[src/rtl/bitstream_pkg.sv]
// constants and carrier types for the isolated front-end bit stream master
package bitstream_pkg;

	localparam int CHANNELS = 4;          // phases a, b, c and neutral
	localparam int PHASE_W  = 4;
	localparam int FRAME_DIV      = 16;   // master clock ticks per frame
	localparam int FRONT_END_DIV  = 4;    // master clock ticks per front-end clock
	localparam int ACC_W    = 8;
	localparam int SAMPLE_W = ACC_W + 1;
	localparam int TEMP_W   = 8;
	localparam int HIST_W   = 8;
	localparam int TCNT_W   = 4;

	// phase counter positions (one tick = one master clock enable)
	localparam logic [PHASE_W-1:0] STROBE_FIRST   = 4'h1;
	localparam logic [PHASE_W-1:0] STROBE_LAST    = 4'h4;
	localparam logic [PHASE_W-1:0] SAMPLE_PRIMARY = 4'h8;
	localparam logic [PHASE_W-1:0] SAMPLE_AUX     = 4'hc;
	localparam logic [PHASE_W-1:0] SAMPLE_TEMP    = 4'h0;
	localparam logic [PHASE_W-1:0] SAMPLE_CURRENT = 4'h4;
	localparam logic [PHASE_W-1:0] PHASE_LAST     = 4'hf;
	localparam logic [TCNT_W-1:0]  TEMP_LAST_BIT  = 4'h7;

	localparam logic [PHASE_W-1:0] PHASE_RESET  = 4'h0;
	localparam logic               FE_CLK_RESET = 1'b1;

	typedef enum logic {
		TEMP_HUNT,
		TEMP_COLLECT
	} temp_state_type;

	typedef struct packed {
		logic primary;
		logic aux;
		logic temp;
		logic current;
	} frame_bits_type;

	typedef struct packed {
		logic signed [SAMPLE_W-1:0] voltage;
		logic signed [SAMPLE_W-1:0] aux;
		logic signed [SAMPLE_W-1:0] current;
	} sample_type;

	typedef struct packed {
		frame_bits_type      bits;
		logic [ACC_W-1:0]    acc_v;
		logic [ACC_W-1:0]    acc_a;
		logic [ACC_W-1:0]    acc_i;
		logic [ACC_W-1:0]    last_v;
		logic [ACC_W-1:0]    last_a;
		logic [ACC_W-1:0]    last_i;
		sample_type          sample;
		logic [HIST_W-1:0]   hist;
		logic [TEMP_W-1:0]   tshift;
		logic [TCNT_W-1:0]   tcnt;
		temp_state_type      tstate;
		logic [TEMP_W-1:0]   temp_offset;
		logic                temp_valid;
	} chan_type;

	typedef struct packed {
		logic [PHASE_W-1:0]          phase;
		logic                        fe_clk;
		logic                        strobe;
		logic [CHANNELS-1:0]         sel;
		chan_type [CHANNELS-1:0]     ch;
		logic [ACC_W-1:0]            dec_cnt;
		logic                        frame_valid;
		logic                        sample_valid;
	} state_type;

endpackage

[src/rtl/bitstream_master.sv]
// master end of the front-end bit stream link: clocks, frame strobe, capture and decimation
`timescale 1ns/1ps
`default_nettype none

// Notes on behaviour
// [RULE_01] frame strobe period is sixteen master clock ticks
// [RULE_02] strobe high for one front-end clock period, low otherwise
// [RULE_03] strobe rises one tick before a front-end clock falling edge
// [RULE_04] front-end clock is master clock divided by four
// [RULE_05] four front-end clock falling edges per frame after strobe falls
// [RULE_06] front ends launch their next bit on each front-end clock fall
// [RULE_07] slot order: primary voltage, aux voltage, temperature bit, current
// [RULE_08] four separate data inputs share one frame strobe
// [RULE_09] frames repeat continuously with no idle frames
// [RULE_10] temperature bits assemble into an 8-bit signed value per channel
// [RULE_11] temperature word arrives least significant bit first
// [RULE_12] master makes the strobe and filters the modulator streams
// [RULE_13] voltage and current slots carry raw first-stage modulator bits
// [RULE_14] per-channel select: low second voltage input, high temperature sensor
// [RULE_15] absent channel tied high reads full scale, zero after high-pass
// [RULE_16] sample data at the front-end clock rise after the launching fall
// [RULE_17] parameterised delimiter detector finds bit zero of temperature word
module bitstream_master
	import bitstream_pkg::*;
#(
	parameter int               OSR           = 64,
	parameter int               DELIM_LEN     = 8,
	parameter logic [HIST_W-1:0] DELIM_PATTERN = 8'h7e
) (
	// clock, reset, enable
	input  wire logic                                     sys_clk,
	input  wire logic                                     rst_n,
	input  wire logic                                     clk_en,
	// front-end link
	output var  logic                                     front_end_clock_out,
	output var  logic                                     frame_strobe,
	output var  logic [bitstream_pkg::CHANNELS-1:0]       aux_source_select,
	input  wire logic [bitstream_pkg::CHANNELS-1:0]       data_in,
	// user side
	input  wire logic [bitstream_pkg::CHANNELS-1:0]       temp_select,
	output var  bitstream_pkg::frame_bits_type [bitstream_pkg::CHANNELS-1:0] frame_bits,
	output var  logic                                     frame_valid,
	output var  bitstream_pkg::sample_type [bitstream_pkg::CHANNELS-1:0]     samples,
	output var  logic                                     sample_valid,
	output var  logic [bitstream_pkg::CHANNELS-1:0][bitstream_pkg::TEMP_W-1:0] temp_offset,
	output var  logic [bitstream_pkg::CHANNELS-1:0]       temp_valid
);
	import bitstream_pkg::*;

	if (OSR < 2 || OSR > 255) begin : g_bad_osr
		$error("OSR must lie in 2..255");
	end
	if (DELIM_LEN < 1 || DELIM_LEN > HIST_W) begin : g_bad_delim
		$error("DELIM_LEN must lie in 1..8");
	end

	// the divider reads phase bits directly, so the package timing has to agree with it
	if (FRAME_DIV != (1 << PHASE_W) || FRONT_END_DIV != 4) begin : g_bad_div
		$error("dividers do not match the phase counter");
	end
	if (int'(STROBE_LAST) - int'(STROBE_FIRST) + 1 != FRONT_END_DIV) begin : g_bad_strobe
		$error("strobe must stand for one front-end clock period");
	end
	if (SAMPLE_PRIMARY[1:0] != 2'h0 || SAMPLE_AUX[1:0] != 2'h0 ||
			SAMPLE_TEMP[1:0] != 2'h0 || SAMPLE_CURRENT[1:0] != 2'h0) begin : g_bad_slot
		$error("slot points must sit on a front-end clock rise");
	end
	if (int'(TEMP_LAST_BIT) != TEMP_W - 1 || SAMPLE_W != ACC_W + 1) begin : g_bad_width
		$error("temperature or sample widths disagree");
	end

	localparam logic [ACC_W-1:0]  OSR_LAST   = ACC_W'(OSR - 1);
	localparam logic [HIST_W-1:0] DELIM_MASK = HIST_W'((9'h001 << DELIM_LEN) - 9'h001);
	if ((DELIM_PATTERN & ~DELIM_MASK) != '0) begin : g_bad_pattern
		$error("DELIM_PATTERN has bits above DELIM_LEN");
	end

	// first difference is the high-pass: a constant full-scale stream gives zero
	function automatic logic signed [SAMPLE_W-1:0] hp_diff(
		input logic [ACC_W-1:0] cur,
		input logic [ACC_W-1:0] prev
	);
		hp_diff = $signed({1'b0, cur}) - $signed({1'b0, prev});
	endfunction

	// one more modulator one in the window count; ACC_W is wide enough that OSR ones never wrap
	function automatic logic [ACC_W-1:0] acc_add(
		input logic [ACC_W-1:0] acc,
		input logic             bit_in
	);
		acc_add = ACC_W'(acc + ACC_W'(bit_in));
	endfunction

	function automatic logic delim_hit(input logic [HIST_W-1:0] h);
		delim_hit = (h & DELIM_MASK) == (DELIM_PATTERN & DELIM_MASK);
	endfunction

	state_type s_r;
	state_type s_nxt;

	always_comb begin
		logic               b;
		logic [PHASE_W-1:0] p;
		logic [ACC_W-1:0]   ni;
		logic [HIST_W-1:0]  h;
		logic               last_frame;
		b = 1'b0;
		p = '0;
		ni = '0;
		h = '0;
		last_frame = 1'b0;
		s_nxt = s_r;
		s_nxt.frame_valid = 1'b0;
		s_nxt.sample_valid = 1'b0;
		for (int c = 0; c < CHANNELS; c++) begin
			s_nxt.ch[c].temp_valid = 1'b0;
		end
		// a frame is sixteen ticks: strobe stands over phases 1 to 4, the front-end clock
		// falls at 2, 6, 10, 14 and rises at 0, 4, 8, 12; a bit launched on a fall is taken
		// on the next rise, so primary, aux, temperature and current land at 8, 12, 0, 4
		// free-running divider; frames follow each other with no gap
		p = (s_r.phase == PHASE_LAST) ? PHASE_RESET : PHASE_W'(s_r.phase + 4'h1); // [RULE_01] [RULE_09]
		s_nxt.phase = p;
		s_nxt.fe_clk = ~p[1]; // [RULE_04] [RULE_05]
		s_nxt.strobe = (p >= STROBE_FIRST) && (p <= STROBE_LAST); // [RULE_02] [RULE_03] [RULE_12]
		s_nxt.sel = temp_select; // [RULE_14]
		last_frame = (s_r.dec_cnt == OSR_LAST);
		if (s_r.phase == SAMPLE_CURRENT) begin
			s_nxt.frame_valid = 1'b1;
			s_nxt.dec_cnt = last_frame ? '0 : ACC_W'(s_r.dec_cnt + 8'h01);
			s_nxt.sample_valid = last_frame;
		end
		// phase_r equal to a slot point means the front-end clock has just risen
		// limitation: the first edge after release takes a stray temperature bit and the
		// first frame holds only its current bit; both age out before any word completes
		for (int c = 0; c < CHANNELS; c++) begin
			b = data_in[c]; // [RULE_08] [RULE_16]
			case (s_r.phase)
				SAMPLE_PRIMARY: begin // [RULE_07] [RULE_13]
					s_nxt.ch[c].bits.primary = b;
					s_nxt.ch[c].acc_v = acc_add(s_r.ch[c].acc_v, b);
				end
				SAMPLE_AUX: begin
					s_nxt.ch[c].bits.aux = b;
					s_nxt.ch[c].acc_a = acc_add(s_r.ch[c].acc_a, b);
				end
				SAMPLE_TEMP: begin
					s_nxt.ch[c].bits.temp = b;
					h = {s_r.ch[c].hist[HIST_W-2:0], b};
					s_nxt.ch[c].hist = h;
					case (s_r.ch[c].tstate)
						TEMP_HUNT: begin
							if (delim_hit(h)) begin // [RULE_17]
								s_nxt.ch[c].tstate = TEMP_COLLECT;
								s_nxt.ch[c].tcnt = '0;
							end
						end
						TEMP_COLLECT: begin
							s_nxt.ch[c].tshift = {b, s_r.ch[c].tshift[TEMP_W-1:1]}; // [RULE_11]
							s_nxt.ch[c].tcnt = TCNT_W'(s_r.ch[c].tcnt + 4'h1);
							// no search while collecting, so the word itself cannot restart a hunt
							if (s_r.ch[c].tcnt == TEMP_LAST_BIT) begin
								s_nxt.ch[c].temp_offset = {b, s_r.ch[c].tshift[TEMP_W-1:1]}; // [RULE_10]
								s_nxt.ch[c].temp_valid = 1'b1;
								s_nxt.ch[c].tstate = TEMP_HUNT;
							end
						end
						default: s_nxt.ch[c].tstate = TEMP_HUNT;
					endcase
				end
				SAMPLE_CURRENT: begin
					s_nxt.ch[c].bits.current = b;
					ni = acc_add(s_r.ch[c].acc_i, b);
					s_nxt.ch[c].acc_i = ni;
					if (last_frame) begin // [RULE_12]
						// tied-high input gives equal full-scale counts once two windows have passed since reset, so samples then read zero
						s_nxt.ch[c].sample.voltage = hp_diff(s_r.ch[c].acc_v, s_r.ch[c].last_v); // [RULE_15]
						s_nxt.ch[c].sample.aux = hp_diff(s_r.ch[c].acc_a, s_r.ch[c].last_a);
						s_nxt.ch[c].sample.current = hp_diff(ni, s_r.ch[c].last_i);
						s_nxt.ch[c].last_v = s_r.ch[c].acc_v;
						s_nxt.ch[c].last_a = s_r.ch[c].acc_a;
						s_nxt.ch[c].last_i = ni;
						s_nxt.ch[c].acc_v = '0;
						s_nxt.ch[c].acc_a = '0;
						s_nxt.ch[c].acc_i = '0;
					end
				end
				default: ;
			endcase
		end
	end

	// clk_en low freezes every bit of state, including the divider
	// so a one-tick pulse stands for as long as the enable stays low
	always_ff @(posedge sys_clk or negedge rst_n) begin
		if (!rst_n) begin
			s_r <= '0;
			s_r.phase <= PHASE_RESET;
			s_r.fe_clk <= FE_CLK_RESET;
		end else if (clk_en) begin
			s_r <= s_nxt;
		end
	end

	// outputs are plain copies of state flops, no logic between
	always_comb begin
		front_end_clock_out = s_r.fe_clk;
		frame_strobe = s_r.strobe;
		aux_source_select = s_r.sel;
		frame_valid = s_r.frame_valid;
		sample_valid = s_r.sample_valid;
		for (int c = 0; c < CHANNELS; c++) begin
			frame_bits[c] = s_r.ch[c].bits;
			samples[c] = s_r.ch[c].sample;
			temp_offset[c] = s_r.ch[c].temp_offset;
			temp_valid[c] = s_r.ch[c].temp_valid;
		end
	end

endmodule

`default_nettype wire

[config.mk]
export PLATFORM = sky130hd
export DESIGN_NAME = bitstream_master
export DESIGN_NICKNAME = d
export VERILOG_FILES = /design/src/rtl/bitstream_pkg.sv /design/src/rtl/bitstream_master.sv
export SDC_FILE = /design/constraint.sdc
export NUM_CORES = 1
export LEC_CHECK = 0
export BUFFER_PORTS_ARGS = -buffer_cell sky130_fd_sc_hd__buf_2
export CAP_MARGIN = 20
export CORE_MARGIN = 2
export CORE_UTILIZATION = 50
export CTS_BUF_LIST = sky130_fd_sc_hd__clkbuf_4 sky130_fd_sc_hd__clkbuf_8
export CTS_CLUSTER_DIAMETER = 50
export CTS_CLUSTER_SIZE = 14
export DETAILED_ROUTE_END_ITERATION = 16
export PLACE_DENSITY = 0.72
export SYNTH_ARGS = -nofsm -noshare
export SYNTH_HDL_FRONTEND = slang
export SYNTH_SLANG_ARGS = --single-unit
[constraint.sdc]
create_clock -name sys_clk -period 4.6 [get_ports sys_clk]
set_input_delay 0.92 -clock sys_clk [delete_from_list [all_inputs] [get_ports sys_clk]]
set_output_delay 0.92 -clock sys_clk [all_outputs]
set_load 0.1 [all_outputs]
* Yosys cells after proc, flatten, opt, wreduce, memory -nomap -nowiden *
Index checks and enable logic that the tools add are counted.
Widths: inputs -> output; s select.

word-level totals
  register bits = 452
  bits in latches = 0
  RAM bits = 0
  ROM bits = 0
  memories = 0

operators by class
  add/subtract/negate cells = 30
  multipliers = 0
  div/mod/pow operators = 0
  magnitude comparators = 2
  equal/unequal tests = 18
  shift operators = 0
  muxes and demuxes = 35
  bitwise gates (word level) = 5
  reduce and logical (&&, ||, !) cells = 23

operators with widths
  cell                 count
  $mux 75              4
  $pmux 8 s2           8
  $sub 8x8->9          12
  $add 8x1->8          12
  $mux 10              4
  $pmux 5 s2           4
  $reduce_and 3->1     11
  $eq 8x7->1 const B   4
  $add 4x1->4 const B  5
  $eq 4x3->1 const B   5
  $mux 5               4
  $reduce_and 4->1     4
  $eq 4x4->1 const B   3
  $ne 2x2->1 const B   5
  $add 8x1->8 const B  1
  $eq 8x6->1 const B   1
  $mux 1               8
  $mux 8               1
  $reduce_and 2->1     4
  $not 1->1            5
  $ge 4x1->1 const B   1
  $le 4x3->1 const B   1
  $logic_not 4->1      1
  $mux 4               1
  3 further kinds      4

* Longest topological paths before layout *
  depth after elaboration = 4
  depth in mapped cells = 12
  gate-level depth less buffers = 12

* Least setup slack after synthesis *
No wires, ideal clock.

  path kind = input-to-reg
  start point = in data_in[1] in the netlist's numbering
  end point = reg s_r (netlist bit samples[34])
  library setup time = 0.132 ns
  data arrival time = 2.769 ns
  data required time = 4.468 ns
  path slack = 1.699 ns
  cell stages on the path = 11
  path buffers = 0
  cells stage by stage = ha_1 > ha_1 > nand3_1 > xor2_1 > inv_1 > ha_1 > or3_1 > a31oi_1 > a21oi_1 > xnor2_1 > o21ai_1

between the ends
  word-level cells in the longest chain between the ends = 2

ends and longest elaborated chain
  what                  line                     text
  start, declared       bitstream_master.sv:38   input wire logic [bitstream_pkg::CHANNELS-1:0] data_in,
  $add 8x1->8           bitstream_master.sv:91   acc_add = ACC_W'(acc + ACC_W'(bit_in));
  $sub 8x8->9           bitstream_master.sv:83   hp_diff = $signed({1'b0, cur}) - $signed({1'b0, prev});
  end signal, assigned  bitstream_master.sv:201  s_r <= s_nxt;
  end, declared         bitstream_master.sv:98   state_type s_r;

Every way passes these cells.
A chain may end at the register's enable or synchronous reset.

* Worst setup path in the final report *
  start point = reg s_r[452] in the netlist's numbering
  end point = reg s_r (netlist bit temp_offset[2])

between the ends
  word-level cells in the longest chain between the ends = 2

ends and longest elaborated chain
  what                               line                     text
  $logic_not 4->1                    bitstream_master.sv:138  case (s_r.phase)
  $reduce_and 4->1 (no source line)  n/a

Every way passes these cells.

==> metrics.cfg <==
[timing]
report.final.slew_viol_count = 0
tightest_slew_ns = 0.955
fin_crit_sh_pct = 60.0
setup_tns_ns = 0
fmaxAchievable_ghz = 0.362
hold_viol = 0
skew_ns = 0.0129
period_needed_ns = 2.76
rsz0062_at_grt = no
slew-limit-headroom_pct = 36.3
report.final.setup_viol = 0

[die]
fp.dieW_um = 219
num_rows = 78
pin_count = 179
design.die.area_um2 = 48100
die_y_um = 219
core_um2 = 45600
initial_core_util_pct = 50.9

[synthesis]
ys_top_cells_by_area = dfrtp_1 (48%), ha_1 (6.9%), o21ai_0 (6.2%)
netlist_area_um2 = 23200
synth_cell_types = 54
synth_compound_area_share_pct = 13.9
synth_seq_cells = 444
netlist.area_leader.share_pct = 47.8
yosys_warnings = 0
synthMuxAreaShare_pct = 4.86
syn_inst = 2379
synth-seq-area-share_pct = 47.9
synth-main-ff-cell = dfrtp_1
avgSynthCellArea_um2 = 9.75
yosys.area.top_type = dfrtp_1
synth_top_family_by_area = compound AO/OA/AOI/OAI gates
synth-edff-count = 0
syn_nets = 2530
synthArstFlopShare_pct = 100
yosys.area_share.xor_xnor_pct = 2.91
synthAdderAreaFrac_pct = 7.94
synthSimpleGateAreaFrac_pct = 12.8

[pwr]
irDropWorstVdd_v = 0.000475
p_leak_uw = 0.0123
p_per_area_nw_per_um2 = 411
total_power_uw = 10100

[routing]
drc = 0
vias = 16300
viasPerCell = 5.41
routed_wl_um = 48800
ant_nets = 0
wire_per_inst_um = 16.2
drt_iter0_markers = 848
drt_first_pass_iters = 5

[clock_tree]
ctsLongestPathBuffers = 3
clkTransAtPathRegs_ns = 0.09
clock_latency_ns = 0.63
htree_num_levels = 2
clock_sinks = 444
cts_buffers = 46
ctsHoldBuffers = 0
cts_tree = yes
cts-root-buf = clkbuf_8
cts_resized = 0
postCtsSetupBuffers = 0

[setup_path]
end_kind = flop
crit_fanout = 48
critPathKind = reg -> reg
critPathArrivalTime_ns = 3.27
r2r-start = s_r[452]
r2r_cells = 8
critPathLaunchType = flop
rrSetupSlack_ns = 1.84
r2r_end = temp_offset[2]
required_ns = 5.11

[layout]
area_delta_synth_final_pct = 6.05
fillCellCount = 4034
final_common_cell = dfrtp_1
fin_area_um2 = 24600
drive_above_1_share_pct = 17.0
layout_common_cells = dfrtp_1 (443), nand2_1 (364), o21ai_0 (286)
instances_no_fill = 3010
fin_nets = 2531

[global_routing]
grt_pass1_wl_um = 80500
antenna_found_initial = 2
grtUsageTotal_pct = 20.6
grt_max_degree = 115
gr-total-overflow = 0
first_global_vias = 16100

[flow_run]
maxCapViolations = 0

[placed_design]
gp_congestion = 0.829
portBuffers = 178
place_inst = 2931
hpwl_um = 33700
placed_cell_area_um2 = 23500

[run_status]
outcome = complete, no violations

[worst_hold_path]
hp-class = in -> async

cell families after synthesis:
logic type | after synthesis
adder cells (fa/ha/maj) | 140
flip-flops | 444
buffers and inverters | 389
AO/OA/AOI/OAI | 564
AND/OR/NAND/NOR | 670
XOR/XNOR | 77
multiplexers | 95
critical path: stages, from the launching register on:
cell	delay (ns)
dfrtp_1	0.42
inv_1	0.10
ha_1	0.37
nand2_2	0.17
nor3_4	0.19
buf_12	0.26
nand3_1	0.13
or3b_1	0.60
mux2_4	0.38
worst max-delay path by stage:
stage / to / cells after the start / slack [ns] / startpoint
finish: temp_offset[2] / 8 / 1.84 / s_r[452]
global route: samples[61] / 13 / 1.62 / data_in[2]
CTS: temp_offset[29] / 8 / 1.86 / s_r[452]
detailed placement: temp_offset[28] / 7 / 1.23 / clk_en
global placement: samples[61] / 13 / 1.30 / data_in[2]
floorplan: samples[34] / 11 / 1.70 / data_in[1]
registers in the layout (all words and copies together), names as in the netlist:
signal and count:
aux_source_select 4, frame_bits 12, frame_strobe 1, frame_valid 1, front_end_clock_out 1, s_r 280
sample_valid 1, samples 108, temp_offset 32, temp_valid 4
through the flow:
stage               hold slack [ns]  worst slack, ns  util (%)
finish                        0.275             1.84      54.0
global route                  0.313             1.62      54.0
CTS                           0.273             1.86      53.9
detailed placement            0.456             1.23      51.5
global placement              0.455             1.30      51.5
floorplan                     0.439             1.70         -
final cells by class:
class / count / area, um2 / area share, %
Sequential cell: 444 / 11100 / 45.2
Multi-Input combinational cell: 1546 / 9890 / 40.2
Timing Repair Buffer: 203 / 1210 / 4.91
Tap cell: 600 / 751 / 3.05
Clock buffer: 55 / 738 / 3.00
Inverter: 139 / 522 / 2.12
Clock inverter: 22 / 373 / 1.52
Antenna cell: 1 / 2.50 / 0.0102
power breakdown:
group | internal [uW] | switching, uW
Clock | 1590 | 1460
Combinational | 717 | 1600
Sequential | 4350 | 390
Total | 6660 | 3440
cell usage after synthesis (22+ instances only):
master,count
inv_1,139
ha_1,128
o21ai_1,86
nor2_1,121
a21oi_1,41
o21ai_0,286
xnor2_1,28
and3_1,26
nand4_1,24
o31ai_1,28
dfrtp_1,443
buf_4,166
nand3_1,36
clkbuf_1,48
nand2_1,365
nand2b_1,30
xor2_1,49
mux2_2,76
a211oi_1,22
a22o_1,24
metal layers:
| metal | vias up | wire length (um) | global-route usage, % |
|---|---|---|---|
| met3 | 80 | 2720 | 5.05 |
| met4 | 2 | 1400 | 6.73 |
| li1 | 7941 | - | - |
| met5 | - | 13 | 0 |
| met2 | 313 | 22300 | 33.2 |
| met1 | 7936 | 22400 | 27.4 |
No activity file was read; power rests on OpenSTA's default activity.
